[src/hw/sfb_cfg.svh]
/*
 * Constants of the synchronous flash burst-read sequencer: widths, register
 * offsets, field positions, reset values and fixed timing counts.
 * Assumes it is included by bare name from the package and the design files.
 */
`ifndef SFB_CFG_SVH
`define SFB_CFG_SVH

`define SFB_AW 26
`define SFB_DW 32
`define SFB_PAW 8

// Register byte offsets
`define SFB_OFF_REFRESH 8'h00
`define SFB_OFF_FLCFG 8'h04
`define SFB_OFF_ADDR 8'h08
`define SFB_OFF_CMD 8'h0c
`define SFB_OFF_STATUS 8'h10
`define SFB_OFF_DATA 8'h14

// Field positions
`define SFB_BIT_HALF 0
`define SFB_BIT_QUARTER 1
`define SFB_LAT_MSB 3
`define SFB_LAT_LSB 0
`define SFB_CMD_START 0
`define SFB_LEN_MSB 6
`define SFB_LEN_LSB 4
`define SFB_ST_BUSY 0
`define SFB_ST_DONE 1
`define SFB_ST_WMSB 11
`define SFB_ST_WLSB 8

// Reset values
`define SFB_RST_REFRESH 2'h0
`define SFB_RST_LAT 4'h4
`define SFB_RST_LEN 3'h7

// Latency field to latency code
`define SFB_LAT_BIAS 4'h1
`define SFB_CODE_MIN 4'h2
`define SFB_CODE_SPLIT 4'h5
`define SFB_OS_SUB_LO 6'h01
`define SFB_OS_SUB_HI 6'h02
`define SFB_OS_SUB_Q 6'h07
`define SFB_OS_MIN 6'h01
`define SFB_FIELD_CODE3 4'h4
`define SFB_CODE3 4'h3

// Address-valid strobe width per ratio, in memory clocks
`define SFB_ADV_W1 6'h01
`define SFB_ADV_W2 6'h03
`define SFB_ADV_W4 6'h07

// Output-enable release to chip-select release, in memory clocks
`define SFB_CEH_1 6'h04
`define SFB_CEH_2 6'h08
`define SFB_CEH_4 6'h10

`endif

[src/hw/sfb_pkg.sv]
/*
 * Types of the synchronous flash burst-read sequencer.
 * Assumes sfb_cfg.svh is on the include path.
 */
`include "sfb_cfg.svh"

package sfb_pkg;

	typedef enum logic [1:0] {
		SFB_DIV1 = 2'b00,
		SFB_DIV2 = 2'b01,
		SFB_DIV4 = 2'b10
	} sfb_ratio_e;

	typedef enum logic [5:0] {
		SFB_IDLE = 6'b000001,
		SFB_LEAD = 6'b000010,
		SFB_ADV = 6'b000100,
		SFB_OS = 6'b001000,
		SFB_BURST = 6'b010000,
		SFB_CEH = 6'b100000
	} sfb_state_e;

	typedef struct packed {
		logic flash_clock_out;
		logic flash_clk_run;
		logic column_strobe_pin_n;
		logic output_enable_n;
		logic chip_select_n;
		logic [`SFB_AW-1:0] address_bus;
	} sfb_flash_out_s;

	typedef struct packed {
		logic [31:0] prdata;
		logic pready;
		logic pslverr;
	} sfb_apb_rsp_s;

	typedef struct packed {
		logic [1:0] phase;
		logic level;
		logic tick;
	} sfb_div_s;

	typedef struct packed {
		sfb_state_e state;
		logic [1:0] refresh;
		logic [3:0] lat_field;
		logic [`SFB_AW-1:0] addr;
		logic [2:0] len;
		sfb_ratio_e ratio;
		logic [5:0] cnt;
		logic [5:0] os_delay;
		logic [3:0] words;
		logic done;
		logic [`SFB_DW-1:0] data;
		sfb_flash_out_s pins;
		sfb_apb_rsp_s apb;
	} sfb_seq_s;

endpackage

[src/hw/sfb_clkdiv.sv]
/*
 * Flash clock divider: divides the memory clock by 1, 2 or 4 and marks the
 * memory clock cycle in which the forwarded clock has just risen.
 * Assumes the ratio is held steady while a read is in progress.
 */
module sfb_clkdiv
	import sfb_pkg::*;
(
	// Clock and reset
	input wire logic pclk,
	input wire logic presetn,
	input wire logic clk_en,
	// Ratio
	input wire sfb_ratio_e ratio,
	// Divided clock
	output logic level,
	output logic tick
);
	sfb_div_s st;
	sfb_div_s next_st;
	logic [1:0] mask;
	logic [1:0] half;

	always_comb begin
		mask = 2'h0;
		half = 2'h0;
		unique case (ratio)
			SFB_DIV2: begin
				mask = 2'h1;
				half = 2'h1;
			end
			SFB_DIV4: begin
				mask = 2'h3;
				half = 2'h2;
			end
			default: begin
				mask = 2'h0;
				half = 2'h0;
			end
		endcase
		next_st.phase = (st.phase + 2'h1) & mask;
		// At divide-by-one the pad clock is the memory clock itself
		next_st.level = (ratio == SFB_DIV1) ? 1'b1 : (next_st.phase < half);
		next_st.tick = (next_st.phase == 2'h0);
	end

	always_ff @(posedge pclk or negedge presetn) begin
		if (!presetn) begin
			st <= '0;
		end else if (clk_en) begin
			st <= next_st;
		end
	end

	assign level = st.level;
	assign tick = st.tick;

endmodule // sfb_clkdiv

[src/hw/sfb_read_seq.sv]
/*
 * Synchronous flash burst-read sequencer with its APB register file.
 * Assumes an APB master on pclk and a burst flash on the pins; data_bus
 * is synchronous to pclk.
 */
// Design decisions made here: the register addresses and the APB interface to the registers.
// Operation
// - Flash clock is memory clock divided 1/2/4
// - Quarter select wins, half next, else one
// - Address-valid strobe low 1/3/7 memory clocks
// - Chip select releases 4/8/16 after OE
// - OE delay from strobe per code formula
// - Latency code comes from config latency field
// - Latency field 0b0100 means code three
// - Code counts flash clocks to first data
`include "sfb_cfg.svh"

module sfb_read_seq
	import sfb_pkg::*;
(
	// Clock, reset, enable
	input wire logic pclk,
	input wire logic presetn,
	input wire logic clk_en,
	// APB slave
	input wire logic psel,
	input wire logic penable,
	input wire logic pwrite,
	input wire logic [`SFB_PAW-1:0] paddr,
	input wire logic [31:0] pwdata,
	output sfb_apb_rsp_s apb_rsp,
	// Flash pins
	output sfb_flash_out_s flash_out,
	input wire logic [`SFB_DW-1:0] data_bus
);
	sfb_seq_s st;
	sfb_seq_s next_st;
	sfb_ratio_e live_ratio;
	sfb_ratio_e div_ratio;
	logic div_level;
	logic div_tick;
	logic [3:0] code;
	logic [5:0] os_calc;
	logic [5:0] adv_w;
	logic [5:0] ceh_w;
	logic setup;
	logic wr;
	logic [31:0] rd;
	logic mapped;

	// Quarter select overrides half select
	always_comb begin
		if (st.refresh[`SFB_BIT_QUARTER]) begin
			live_ratio = SFB_DIV4;
		end else if (st.refresh[`SFB_BIT_HALF]) begin
			live_ratio = SFB_DIV2;
		end else begin
			live_ratio = SFB_DIV1;
		end
	end

	// A read in flight keeps the ratio it started with
	assign div_ratio = (st.state == SFB_IDLE) ? live_ratio : st.ratio;

	sfb_clkdiv u_div (
		.pclk(pclk),
		.presetn(presetn),
		.clk_en(clk_en),
		.ratio(div_ratio),
		.level(div_level),
		.tick(div_tick)
	);

	// Field 0b0100 gives code 3; codes below 2 would make a zero or wrapped delay
	always_comb begin
		code = st.lat_field - `SFB_LAT_BIAS;
		if (st.lat_field < (`SFB_CODE_MIN + `SFB_LAT_BIAS)) begin
			code = `SFB_CODE_MIN;
		end
	end

	always_comb begin
		os_calc = {2'h0, code} - `SFB_OS_SUB_LO;
		unique case (live_ratio)
			SFB_DIV2: begin
				if (code < `SFB_CODE_SPLIT) begin
					os_calc = 6'(({2'h0, code} - `SFB_OS_SUB_LO) << 1);
				end else begin
					os_calc = 6'(({2'h0, code} - `SFB_OS_SUB_HI) << 1);
				end
			end
			SFB_DIV4: begin
				if (code < `SFB_CODE_SPLIT) begin
					os_calc = 6'(({2'h0, code} << 2) - `SFB_OS_SUB_Q);
				end else begin
					os_calc = 6'(({2'h0, code} - `SFB_OS_SUB_HI) << 2);
				end
			end
			default: begin
				if (code >= `SFB_CODE_SPLIT) begin
					os_calc = {2'h0, code} - `SFB_OS_SUB_HI;
				end
			end
		endcase
		if (os_calc < `SFB_OS_MIN) begin
			os_calc = `SFB_OS_MIN;
		end
	end

	always_comb begin
		unique case (st.ratio)
			SFB_DIV2: begin
				adv_w = `SFB_ADV_W2;
				ceh_w = `SFB_CEH_2;
			end
			SFB_DIV4: begin
				adv_w = `SFB_ADV_W4;
				ceh_w = `SFB_CEH_4;
			end
			default: begin
				adv_w = `SFB_ADV_W1;
				ceh_w = `SFB_CEH_1;
			end
		endcase
	end

	assign setup = psel && !penable;
	assign wr = psel && penable && pwrite && st.apb.pready && mapped;

	always_comb begin
		mapped = 1'b1;
		rd = 32'h0;
		unique case (paddr)
			`SFB_OFF_REFRESH: rd[1:0] = st.refresh;
			`SFB_OFF_FLCFG: rd[`SFB_LAT_MSB:`SFB_LAT_LSB] = st.lat_field;
			`SFB_OFF_ADDR: rd[`SFB_AW-1:0] = st.addr;
			`SFB_OFF_CMD: rd[`SFB_LEN_MSB:`SFB_LEN_LSB] = st.len;
			`SFB_OFF_STATUS: begin
				rd[`SFB_ST_BUSY] = (st.state != SFB_IDLE);
				rd[`SFB_ST_DONE] = st.done;
				rd[`SFB_ST_WMSB:`SFB_ST_WLSB] = st.words;
			end
			`SFB_OFF_DATA: rd[`SFB_DW-1:0] = st.data;
			default: mapped = 1'b0;
		endcase
	end

	always_comb begin
		next_st = st;
		// Zero-wait answer: ready and data are prepared during setup
		next_st.apb.pready = setup;
		next_st.apb.pslverr = setup && !mapped;
		next_st.apb.prdata = setup ? rd : 32'h0;
		if (wr) begin
			unique case (paddr)
				`SFB_OFF_REFRESH: next_st.refresh = pwdata[1:0];
				`SFB_OFF_FLCFG: next_st.lat_field = pwdata[`SFB_LAT_MSB:`SFB_LAT_LSB];
				`SFB_OFF_ADDR: next_st.addr = pwdata[`SFB_AW-1:0];
				`SFB_OFF_CMD: begin
					if (st.state == SFB_IDLE) begin
						next_st.len = pwdata[`SFB_LEN_MSB:`SFB_LEN_LSB];
					end
				end
				default: next_st.refresh = st.refresh;
			endcase
		end
		next_st.pins.flash_clock_out = div_level;
		next_st.pins.flash_clk_run = (div_ratio == SFB_DIV1);
		unique case (st.state)
			SFB_IDLE: begin
				// A start while busy is dropped, and so is the write to the length
				if (wr && paddr == `SFB_OFF_CMD && pwdata[`SFB_CMD_START]) begin
					next_st.ratio = live_ratio;
					next_st.os_delay = os_calc;
					next_st.done = 1'b0;
					next_st.words = 4'h0;
					next_st.pins.address_bus = st.addr;
					next_st.pins.chip_select_n = 1'b0;
					next_st.state = SFB_LEAD;
				end
			end
			SFB_LEAD: begin
				// Wait for a flash clock rise, so the lead is 1 to ratio clocks
				if (div_tick) begin
					next_st.pins.column_strobe_pin_n = 1'b0;
					next_st.cnt = adv_w - 6'h01;
					next_st.state = SFB_ADV;
				end
			end
			SFB_ADV: begin
				if (st.cnt == 6'h00) begin
					next_st.pins.column_strobe_pin_n = 1'b1;
					next_st.cnt = st.os_delay - 6'h01;
					next_st.state = SFB_OS;
				end else begin
					next_st.cnt = st.cnt - 6'h01;
				end
			end
			SFB_OS: begin
				if (st.cnt == 6'h00) begin
					next_st.pins.output_enable_n = 1'b0;
					next_st.state = SFB_BURST;
				end else begin
					next_st.cnt = st.cnt - 6'h01;
				end
			end
			SFB_BURST: begin
				// The latency has elapsed by now, so each rise carries a word
				if (div_tick) begin
					next_st.data = data_bus;
					next_st.words = st.words + 4'h1;
					if (st.words[2:0] == st.len) begin
						next_st.pins.output_enable_n = 1'b1;
						next_st.cnt = ceh_w - 6'h01;
						next_st.state = SFB_CEH;
					end
				end
			end
			SFB_CEH: begin
				if (st.cnt == 6'h00) begin
					next_st.pins.chip_select_n = 1'b1;
					next_st.done = 1'b1;
					next_st.state = SFB_IDLE;
				end else begin
					next_st.cnt = st.cnt - 6'h01;
				end
			end
		endcase
	end

	always_ff @(posedge pclk or negedge presetn) begin
		if (!presetn) begin
			st <= '0;
			st.state <= SFB_IDLE;
			st.refresh <= `SFB_RST_REFRESH;
			st.lat_field <= `SFB_RST_LAT;
			st.len <= `SFB_RST_LEN;
			st.ratio <= SFB_DIV1;
			st.os_delay <= `SFB_OS_MIN;
			st.pins.column_strobe_pin_n <= 1'b1;
			st.pins.output_enable_n <= 1'b1;
			st.pins.chip_select_n <= 1'b1;
			st.pins.flash_clk_run <= 1'b1;
		end else if (clk_en) begin
			st <= next_st;
		end
	end

	assign apb_rsp = st.apb;
	assign flash_out = st.pins;

	// Checking helpers: run lengths of pin phases
	logic [5:0] adv_run;
	logic [5:0] gap_run;
	logic [5:0] ceh_run;

	always_ff @(posedge pclk or negedge presetn) begin
		if (!presetn) begin
			adv_run <= 6'h00;
			gap_run <= 6'h00;
			ceh_run <= 6'h00;
		end else if (clk_en) begin
			adv_run <= st.pins.column_strobe_pin_n ? 6'h00 : adv_run + 6'h01;
			gap_run <= (st.state == SFB_OS) ? gap_run + 6'h01 : 6'h00;
			ceh_run <= (st.state == SFB_CEH) ? ceh_run + 6'h01 : 6'h00;
		end
	end

	property p_adv_width;
		@(posedge pclk) disable iff (!presetn || !clk_en)
		$rose(st.pins.column_strobe_pin_n) |-> adv_run == adv_w;
	endproperty
	a_adv_width: assert property (p_adv_width) else $error("strobe width wrong");

	property p_os_delay;
		@(posedge pclk) disable iff (!presetn || !clk_en)
		$fell(st.pins.output_enable_n) |-> gap_run == st.os_delay;
	endproperty
	a_os_delay: assert property (p_os_delay) else $error("oe delay wrong");

	property p_ceh;
		@(posedge pclk) disable iff (!presetn || !clk_en)
		$rose(st.pins.chip_select_n) |-> ceh_run == ceh_w && st.pins.output_enable_n;
	endproperty
	a_ceh: assert property (p_ceh) else $error("cs hold wrong");

	property p_lead;
		@(posedge pclk) disable iff (!presetn || !clk_en)
		$fell(st.pins.column_strobe_pin_n) |-> $past(!st.pins.chip_select_n)
			&& st.pins.address_bus == st.addr;
	endproperty
	a_lead: assert property (p_lead) else $error("no lead before strobe");

	property p_div4;
		@(posedge pclk) disable iff (!presetn || !clk_en)
		div_tick && st.state == SFB_BURST && st.ratio == SFB_DIV4 |=>
			!div_tick [*3] ##1 div_tick;
	endproperty
	a_div4: assert property (p_div4) else $error("divide by four broken");

	property p_div2;
		@(posedge pclk) disable iff (!presetn || !clk_en)
		div_tick && st.state == SFB_OS && st.ratio == SFB_DIV2 |=>
			!div_tick ##1 div_tick;
	endproperty
	a_div2: assert property (p_div2) else $error("divide by two broken");

	property p_quarter_wins;
		@(posedge pclk) disable iff (!presetn || !clk_en)
		st.refresh[`SFB_BIT_QUARTER] && st.state == SFB_IDLE |-> div_ratio == SFB_DIV4;
	endproperty
	a_quarter_wins: assert property (p_quarter_wins) else $error("ratio select wrong");

	property p_code3;
		@(posedge pclk) disable iff (!presetn || !clk_en)
		st.lat_field == `SFB_FIELD_CODE3 |-> code == `SFB_CODE3;
	endproperty
	a_code3: assert property (p_code3) else $error("latency code wrong");

	property p_capture;
		@(posedge pclk) disable iff (!presetn || !clk_en)
		$past(st.state) == SFB_BURST && st.words != $past(st.words) |->
			$past(div_tick) && st.data == $past(data_bus);
	endproperty
	a_capture: assert property (p_capture) else $error("capture off flash edge");

	c_div1: cover property (@(posedge pclk) st.ratio == SFB_DIV1 && $rose(st.done));
	c_div2: cover property (@(posedge pclk) st.ratio == SFB_DIV2 && $rose(st.done));
	c_div4: cover property (@(posedge pclk) st.ratio == SFB_DIV4 && $rose(st.done));
	c_err: cover property (@(posedge pclk) st.apb.pslverr);

endmodule // sfb_read_seq
[config.mk]
export PLATFORM = sky130hd
export DESIGN_NAME = sfb_read_seq
export DESIGN_NICKNAME = d
export VERILOG_FILES = /design/src/hw/sfb_pkg.sv /design/src/hw/sfb_clkdiv.sv /design/src/hw/sfb_read_seq.sv
export VERILOG_INCLUDE_DIRS = /design/src /design/src/hw
export SDC_FILE = /design/constraint.sdc
export NUM_CORES = 1
export LEC_CHECK = 0
export ABC_AREA = 1
export BUFFER_PORTS_ARGS = -buffer_cell sky130_fd_sc_hd__buf_4
export CAP_MARGIN = 10
export CORE_AREA = 10 10 166 121
export CTS_CLUSTER_DIAMETER = 80
export CTS_CLUSTER_SIZE = 28
export DETAILED_ROUTE_END_ITERATION = 10
export DIE_AREA = 0 0 176 131
export GPL_ROUTABILITY_DRIVEN = 0
export PLACE_DENSITY_LB_ADDON = 0.08
export SETUP_SLACK_MARGIN = 0.2
export SLEW_MARGIN = 10
export SYNTH_ARGS = -nofsm -noshare
export SYNTH_HDL_FRONTEND = slang
export SYNTH_SLANG_ARGS = --single-unit
[constraint.sdc]
create_clock -name pclk -period 2.9 [get_ports pclk]
set_input_delay 0.435 -clock pclk [delete_from_list [all_inputs] [get_ports pclk]]
set_output_delay 0.435 -clock pclk [all_outputs]
set_load 0.05 [all_outputs]
==> results.yml, run 1 <==
drt:
  ant_nets: 0
  drc: 0
  first_iter_violations: 705
  vias: 6535
  avgViaCountPerCell: 5.08
  drtPass1Iterations: 5
  wl_mm: 21.7
  wire_per_inst_microns: 16.9
finish:
  multi_input_area_sq_um: 3170
  fin_nets: 1136
  drive_gt1_share_pct: 23.3
  diodes: 0
  seqCellArea_sq_um: 4040
  area_growth_pct: 16.5
  num-fill-cells: 1594
power_and_ir_drop:
  p_per_area_nw_per_um2: 665
  clkPwrFrac_pct: 33.4
  swShare_pct: 32.4
  max-vdd-ir-drop_mv: 0.360
  p_leak_nw: 4.90
  p_int_w: 0.00436
  p_sw_w: 0.00209
  combinationalPowerShare_pct: 23.1
  pwr-share-seq_pct: 43.5
yosys:
  ys_seq_elements: 161
  synth.cell_area_sq_um: 8320
  syn_area_per_cell_sq_um: 8.57
  synth_area_leaders: "dfrtp_1 (45%), nand2_1 (11%), buf_4 (6.0%), o21ai_0 (5.2%), inv_1 (5.0%)"
  synth_edf_count: 0
  ys_seq_area_share_pct: 48.5
  synthFlopType: "dfrtp_1"
  synthArstFlopShare_pct: 100
  syn_nets: 1064
  syn_inst: 971
  ys_warn_count: 0
  synth_top_area_share_pct: 45.4
  synthDistinctLibCells: 47
  yosys.area.top_type: "dfrtp_1"
die:
  start_util_pct: 49.2
  ios: 143
  rows: 40
  die_w_microns: 176
  core_sq_um: 16900
  die_y_microns: 131
  die_area_sq_um: 23100
timing:
  setup_violations: 0
  fin_tns_setup_ps: 0
  rsz0062_at_grt: "false"
  slew_viol_final: 0
  skew_ps: 7.56
  layout_setup_ws_ps: 495
  hold_viol: 0
  worstMarginPinSlew_ps: 704
  fin_hold_ws_ps: 44.1
  post-route-period-util_pct: 82.9
  slew_headroom_pct: 53.1
  final.min_clock_period_ps: 2400
  max_freq_mhz: 416
global_route:
  grt-ovfl-total: 0
  antenna_found_initial: 0
  first_global_vias: 6052
  grt_max_degree: 76
  grt_pass1_wl_mm: 34.2
  grt_usage_pct: 19.1
status:
  outcome: "finished, final reports clean"
critical_path:
  rr_worst_depth: 14
  required_ps: 3250
  path_max_fanout: 7
  worstSetupPathType: "register to register"
  worstSetupStartpointType: "register"
  arrival_ps: 2750
  cp-end-kind: "register"
clock_network:
  numCtsBuffers: 17
  cts_tree: "built"
  cts-root-buf: "clkbuf_16"
  path_clk_slew_ps: 70
  clock_latency_ps: 420
  clkSinkCount: 161
  cts-hold-fix-buffers: 0
  htreeDepth: 4
  cts_buffer_depth: 2
place:
  post-place-ws_ps: 410
  place.detailed.hpwl_mm: 16.3
  portBuffers: 136
flow_run:
  max_cap_viol_count: 0
worst_hold_path:
  hp-class: "primary input to asynchronous set/reset pin"
[flip-flops by register name, summed over array words and instances (netlist names)]
name,count
u_div.st,2
flash_out,31
u_div.tick,1
u_div.level,1
apb_rsp,34
st,92
[cell usage after synthesis, types with 2 or more instances]
cell / n
dfrtp_1: 151
nor2_4: 4
buf_1: 4
xnor2_1: 4
nand2_2: 6
inv_1: 111
a22o_1: 15
mux2_2: 6
nor2_1: 27
buf_2: 7
nand3_1: 55
o22ai_1: 19
nor3_2: 5
inv_2: 10
buf_6: 6
buf_4: 67
a21oi_1: 15
xor2_1: 8
o31ai_1: 5
o21ai_2: 8
a221oi_1: 2
clkinv_1: 2
a32o_1: 6
o221ai_1: 8
clkbuf_1: 16
o21ai_0: 86
o2111ai_1: 2
o21ai_1: 11
nand4_1: 8
nand3b_1: 2
nand2_1: 251
nor3_1: 6
dfstp_2: 10
ha_1: 15
[final cells by class]
cell class,instances,area share [%]
sequential,161,41.7
multi-input combinational,587,32.6
timing repair buffer,153,12.1
inverter,123,4.76
clock buffer,19,4.46
tap,231,2.98
clock inverter,13,1.35
[per-layer routing]
layer	track usage, %	up-vias	part of all wire, %
met5	0	-	0
met4	4.08	0	0.86
met3	5.36	12	6.9
met2	24.0	186	38
met1	30.7	3082	54
li1	-	3255	-
[cell families after synthesis]
logic type | count (synthesis) | share of synthesized area, %
AND/OR/NAND/NOR | 372 | 19.9
buffers and inverters | 223 | 13.7
AO/OA/AOI/OAI | 181 | 13.4
flip-flops | 161 | 48.5
adder cells (fa/ha/maj) | 15 | 2.25
XOR/XNOR | 12 | 1.26
multiplexers | 7 | 0.947
[cell usage in the layout (no fill, tap or decap), types with 6 or more instances in the layout]
cell type / instances
a21oi_1: 15
o22ai_1: 19
nand2_2: 9
buf_4: 150
clkbuf_16: 17
o21ai_0: 86
inv_2: 10
inv_1: 111
nand4_1: 8
o21ai_1: 11
nor3_1: 6
a32o_1: 6
o21ai_2: 8
nand2_1: 248
dfrtp_1: 151
xor2_1: 8
dfstp_2: 10
nand3_1: 52
nor2_1: 26
mux2_2: 6
o221ai_1: 8
a22o_1: 15
ha_1: 15
[worst max-delay path, stage by stage (launching register included)]
cell      delay (ps)
dfrtp_1          400
inv_1            210
ha_1             290
nand2_2           90
inv_1            110
ha_1             230
inv_1             70
nand3_2          160
nand2_1          180
nand2_1           70
nand3_1          100
nand3b_1         100
nor2_1           130
nand2_1           70
a21oi_1          130
[stage by stage]
step                      total power (W)  area (sq um)  instances  util [%]
after floorplan                   0.00391          8320        971         -
final                             0.00645          9700       1287      57.3
after global routing              0.00681          9700       1287      57.3
after global placement            0.00430          9110       1255      53.9
after detailed placement          0.00433          9110       1255      53.9
after CTS                         0.00649          9680       1287      57.2
[power by group through the flow]
stage	clock network, W	logic, W	registers, W
global route	0.00228	0.00169	0.00285
finish	0.00216	0.00149	0.00281
detailed placement	0	0.00148	0.00284
global placement	0	0.00147	0.00284
CTS	0.00219	0.00149	0.00281
floorplan	0	0.00111	0.00280
[final timing paths]
| path | from | to | slack, ps |
|---|---|---|---|
| worst max-delay path | st[145] | st[102] | 500 |
| worst min-delay path | presetn | st[138] | 40 |
| worst max register to register | st[145] | st[102] | 500 |
| worst min register to register | flash_out[29] | flash_out[29] | 460 |
| max in group asynchronous | presetn | flash_out[27] | 2090 |
| min in group pclk | data_bus[14] | st[79] | 220 |
[repair_timing]
action,4_1_cts,5_1_grt
resized for setup,0,6
endpoints found under the setup margin,0,1
buffers inserted,0,0
Power figures use the tool's default switching activity.
==> run 2: changes to the inputs <==
==> constraint.sdc (replaced) <==
create_clock -name pclk -period 2.3 [get_ports pclk]
set_input_delay 0.345 -clock pclk [delete_from_list [all_inputs] [get_ports pclk]]
set_output_delay 0.345 -clock pclk [all_outputs]
set_load 0.05 [all_outputs]
==> run 2 against run 1 <==
Final cell count increased by 2.3%. Critical path depth increased by 2. Core utilization rose by 3.0 points. Register-to-register slack lost 280 ps. Flip-flop and latch count is the same. Sequential power rose by 27%. Clock power is 38% higher. Clock skew grew 2.3 ps. Non-clock buffer count grew 30. Sequential share of layout area is 2.0 points lower.
==> results.yml, run 2 (same netlist as run 1, synthesis figures left out) <==
status:
  outcome: "finished, final reports clean"
finish:
  num-fill-cells: 1521
  final_common_cell: "nand2_1"
  final_cell_mix: "nand2_1 (241), buf_4 (174), dfrtp_1 (148), inv_1 (105), o21ai_0 (81)"
  largest_reg_flops: 92
  diodes: 0
  area_growth_pct: 22.5
  multi_input_area_sq_um: 3350
  seqCellArea_sq_um: 4050
  drive_gt1_share_pct: 28.5
  fin_nets: 1166
  fin_util_pct: 60.3
  largest-register: "st"
drt:
  ant_nets: 0
  drtPass1Iterations: 4
  wl_mm: 22.8
  vias: 6800
  first_iter_violations: 597
  avgViaCountPerCell: 5.16
  wire_per_inst_microns: 17.3
  drc: 0
critical_path:
  r2r_setup_slack_ps: 220
  path_max_fanout: 7
  cp-end-kind: "register"
  worstSetupPathType: "register to register"
  r2r-start: "st[147]"
  required_ps: 2660
  rr_worst_depth: 16
  arrival_ps: 2440
  worstSetupStartpointType: "register"
  r2r-end: "st[102]"
die:
  core_sq_um: 16900
  die_w_microns: 176
  rows: 40
  die_area_sq_um: 23100
  ios: 143
  die_y_microns: 131
  start_util_pct: 49.2
timing:
  slew_headroom_pct: 43.9
  fin_tns_setup_ps: 0
  final.min_clock_period_ps: 2080
  skew_ps: 9.84
  max_freq_mhz: 480
  post-route-period-util_pct: 90.5
  slew_viol_final: 0
  worstMarginPinSlew_ps: 841
  setup_violations: 0
  rsz0062_at_grt: "true"
  hold_viol: 0
place:
  portBuffers: 136
  place.detailed.hpwl_mm: 16.7
clock_network:
  cts-root-buf: "clkbuf_16"
  clock_latency_ps: 430
  clkSinkCount: 161
  cts_tree: "built"
  path_clk_slew_ps: 70
  numCtsBuffers: 17
  htreeDepth: 4
  cts_buffer_depth: 2
global_route:
  antenna_found_initial: 0
  grt_max_degree: 51
  grt_pass1_wl_mm: 35.3
  grt-ovfl-total: 0
  grt_usage_pct: 19.7
  first_global_vias: 6317
power_and_ir_drop:
  max-vdd-ir-drop_mv: 0.455
  p_per_area_nw_per_um2: 833
  swShare_pct: 31.7
  pwr-share-seq_pct: 41.9
  p_leak_nw: 5.12
  clkPwrFrac_pct: 35.0
  power_w: 0.00849
  p_sw_w: 0.00269
  combinationalPowerShare_pct: 23.1
  p_int_w: 0.00580
worst_hold_path:
  hold_path_end: "st[78]"
  hp-class: "primary input to register"
  min-delay-start: "data_bus[13]"
  min_path_cells: 3
flow_run:
  max_cap_viol_count: 0
-- run 2: cell count changes in the layout (fill, tap and decap cells not counted), sizes merged --
cell,change
buf,+29
clkinvlp,-3
inv,+3
bufinv,+2
clkinv,-2
dlygate4sd3,+1
-- run 2: final cells by class --
type                            instances  share of cell area, %
Tap cell                              231                   2.83
Inverter                              123                   4.63
Clock buffer                           19                   4.34
Clock inverter                         13                   1.68
Multi-Input combinational cell        587                   32.8
Sequential cell                       161                   39.7
Timing Repair Buffer                  183                   14.0
-- run 2: power by group through the flow --
stage	sequential [W]	clock, W	combinational, W
finish	0.00356	0.00298	0.00196
global route	0.00361	0.00312	0.00221
CTS	0.00355	0.00303	0.00195
detailed placement	0.00360	0	0.00193
global placement	0.00358	0	0.00190
floorplan	0.00353	0	0.00140
-- run 2: worst max path at each step --
stage                     startpoint      end  slack [ps]  depth (start not counted)
after global routing         st[147]  st[102]          60                         15
final                        st[147]  st[102]         220                         16
after detailed placement     st[146]  st[102]         120                         17
after floorplan              st[146]  st[102]         240                         17
after CTS                    st[146]  st[102]         130                         17
after global placement       st[146]  st[102]         140                         17
-- run 2: per-layer routing --
metal / part of all wire (%) / track usage (%) / routed length (microns)
met5: 0 / 0 / 0
met4: 0.87 / 5.27 / 198
met3: 7.0 / 5.07 / 1600
met2: 41 / 26.5 / 9260
met1: 51 / 30.1 / 11700
-- run 2: critical path, stage by stage, from the launching register on --
cell and delay (ps):
dfstp_2 600, nor2_2 80, nand2_4 110, nand2_4 70, inv_6 70, ha_4 140
inv_4 40, nand3_4 120, buf_6 110, nand4_1 80, nand2_1 90, nand2_1 70
nand2_2 80, nand2_1 50, nor2_1 100, nand2_1 70, a21oi_2 130
-- run 2: timing repair --
item                                    in CTS  in global routing
buffers inserted                             0                 13
hold endpoints to repair                    43                  0
hold buffers                                 1                  0
endpoints found under the setup margin       2                  8
pin swaps                                    0                 21
resized for setup                            4                 57
-- run 2: stage by stage --
| step | area [sq um] | hold slack [ps] | cells | setup WS, ps |
|---|---|---|---|---|
| after floorplan | 8340 | 49.4 | 971 | 242 |
| after global placement | 9260 | 320 | 1271 | 143 |
| after detailed placement | 9260 | 318 | 1271 | 119 |
| after CTS | 9900 | 111 | 1304 | 127 |
| after global routing | 10200 | 128 | 1317 | 60.0 |
| final | 10200 | 122 | 1317 | 217 |
==> run 3: changes to the inputs <==
--- a/config.mk
+++ b/config.mk
@@ -15,7 +15,7 @@
 export DETAILED_ROUTE_END_ITERATION = 10
 export DIE_AREA = 0 0 176 131
 export GPL_ROUTABILITY_DRIVEN = 0
-export PLACE_DENSITY_LB_ADDON = 0.08
+export PLACE_DENSITY = 0.7
 export SETUP_SLACK_MARGIN = 0.2
 export SLEW_MARGIN = 10
 export SYNTH_ARGS = -nofsm -noshare
==> run 3 against run 2 <==
Setup slack worse by 58 ps. First-iteration DRC count up 17%. Via count up 1.0%. Clock skew about the same. Clock-buffer cell count down 1. Final cell count down 0.38%. Non-clock buffer count down 4. Global-route usage down 0.17 points. Final area down 0.91%. Flip-flop and latch count unchanged. Routed wire length down 1.5%.
==> results.yml, run 3 (same netlist as run 1, synthesis figures left out) <==
flow_run:
  max_cap_viol_count: 0
die:
  ios: 143
  rows: 40
  die_y_microns: 131
  core_sq_um: 16900
  die_w_microns: 176
  die_area_sq_um: 23100
  start_util_pct: 49.2
drt:
  avgViaCountPerCell: 5.24
  drtPass1Iterations: 5
  ant_nets: 0
  wl_mm: 22.5
  first_iter_violations: 701
  vias: 6869
  wire_per_inst_microns: 17.1
  drc: 0
power_and_ir_drop:
  p_sw_w: 0.00271
  p_int_w: 0.00558
  p_per_area_nw_per_um2: 820
  pwr-share-seq_pct: 42.9
  power_w: 0.00829
  swShare_pct: 32.6
  max-vdd-ir-drop_mv: 0.417
  combinationalPowerShare_pct: 23.9
  clkPwrFrac_pct: 33.2
  p_leak_nw: 5.06
critical_path:
  worstSetupStartpointType: "register"
  path_max_fanout: 7
  worstSetupPathType: "register to register"
  required_ps: 2670
  cp-end-kind: "register"
  arrival_ps: 2510
timing:
  hold_viol: 0
  slew_viol_final: 0
  final.min_clock_period_ps: 2140
  setup_violations: 0
  worstMarginPinSlew_ps: 471
  rsz0062_at_grt: "true"
  layout_setup_ws_ps: 160
  max_freq_mhz: 467
  fin_tns_setup_ps: 0
  post-route-period-util_pct: 93.1
  slew_headroom_pct: 68.6
  skew_ps: 9.62
finish:
  diodes: 0
  fin_util_pct: 59.7
  largest-register: "st"
  area_growth_pct: 21.4
  drive_gt1_share_pct: 27.3
  largest_reg_flops: 92
  final_common_cell: "nand2_1"
  final_cells: 1312
  fin_nets: 1162
  final_cell_mix: "nand2_1 (245), buf_4 (172), dfrtp_1 (150), inv_1 (106), o21ai_0 (82)"
global_route:
  grt-ovfl-total: 0
  grt_pass1_wl_mm: 35.1
  grt_max_degree: 60
  grt_usage_pct: 19.5
  first_global_vias: 6490
  antenna_found_initial: 0
clock_network:
  cts_buffer_depth: 2
  cts-root-buf: "clkbuf_16"
  numCtsBuffers: 17
  htreeDepth: 4
  clkSinkCount: 161
  clock_latency_ps: 440
  path_clk_slew_ps: 60
  cts_tree: "built"
place:
  portBuffers: 136
  place.detailed.hpwl_mm: 16.5
  post-place-ws_ps: 21.6
  dp_cells: 1269
status:
  outcome: "finished, final reports clean"
worst_hold_path:
  hp-class: "primary input to register"
-- run 3: cell types whose count changed in the layout (fill, tap and decap cells not counted), sizes merged --
cell      change
clkinvlp      +1
buf           -4
clkinv        +4
bufinv        -2
clkbuf        -1
inv           -3
-- run 3: timing repair --
action,4_1_cts,5_1_grt
buffers inserted,1,10
resized for setup,9,39
pin swaps,0,17
hold endpoints to repair,18,0
hold buffers,1,0
setup endpoints to repair,6,37
gates cloned,0,0
-- run 3: worst paths after layout --
path / startpoint / end / slack, ps / cells past startpoint
setup / recovery: st[146] / st[102] / 160 / 15
hold / removal: penable / apb_rsp[12] / 110 / 2
setup reg to reg: st[146] / st[102] / 160 / 15
hold reg to reg: flash_out[29] / flash_out[29] / 460 / 2
max in group asynchronous: presetn / st[151] / 1220 / 3
min in group asynchronous: presetn / flash_out[17] / 320 / 2
-- run 3: cell type report --
class / instances / area (sq um)
fill: 1481 / 6810
sequential: 161 / 4040
multi-input combinational: 587 / 3330
timing repair buffer: 179 / 1400
inverter: 123 / 469
clock buffer: 18 / 439
tap: 231 / 289
clock inverter: 13 / 130
-- run 3: metal layers --
layer  wire length (microns)  GRT usage, %  part of all wire, %
met4                     363          6.96                  1.6
met3                    1900          4.99                  8.4
met2                    9330          27.0                   42
met1                   10900          28.7                   48
met5                       0             0                    0
-- run 3: power by group through the flow --
stage / combinational [W] / sequential, W / clock, W
2_1_floorplan: 0.00140 / 0.00353 / 0
3_3_place_gp: 0.00188 / 0.00357 / 0
3_5_place_dp: 0.00193 / 0.00359 / 0
4_1_cts: 0.00194 / 0.00355 / 0.00278
5_1_grt: 0.00223 / 0.00360 / 0.00291
6_report: 0.00198 / 0.00355 / 0.00276
-- run 3: through the flow --
step                area (sq um)  hold WS [ps]
finish                     10100           113
global route               10100           121
CTS                         9870           101
detailed placement          9260           209
global placement            9260           208
floorplan                   8340          49.4
-- run 3: worst max-delay path, cell delays in order (launching register included) --
cell and delay, ps:
dfrtp_1 420, ha_2 210, inv_2 70, nand2_4 100, nand2_4 120, inv_6 50
ha_4 160, inv_4 50, nand3_4 130, nand3_4 150, nand3_1 80, nand3_1 90
nand3_1 110, nor2_1 110, nand2_1 80, a21oi_2 130
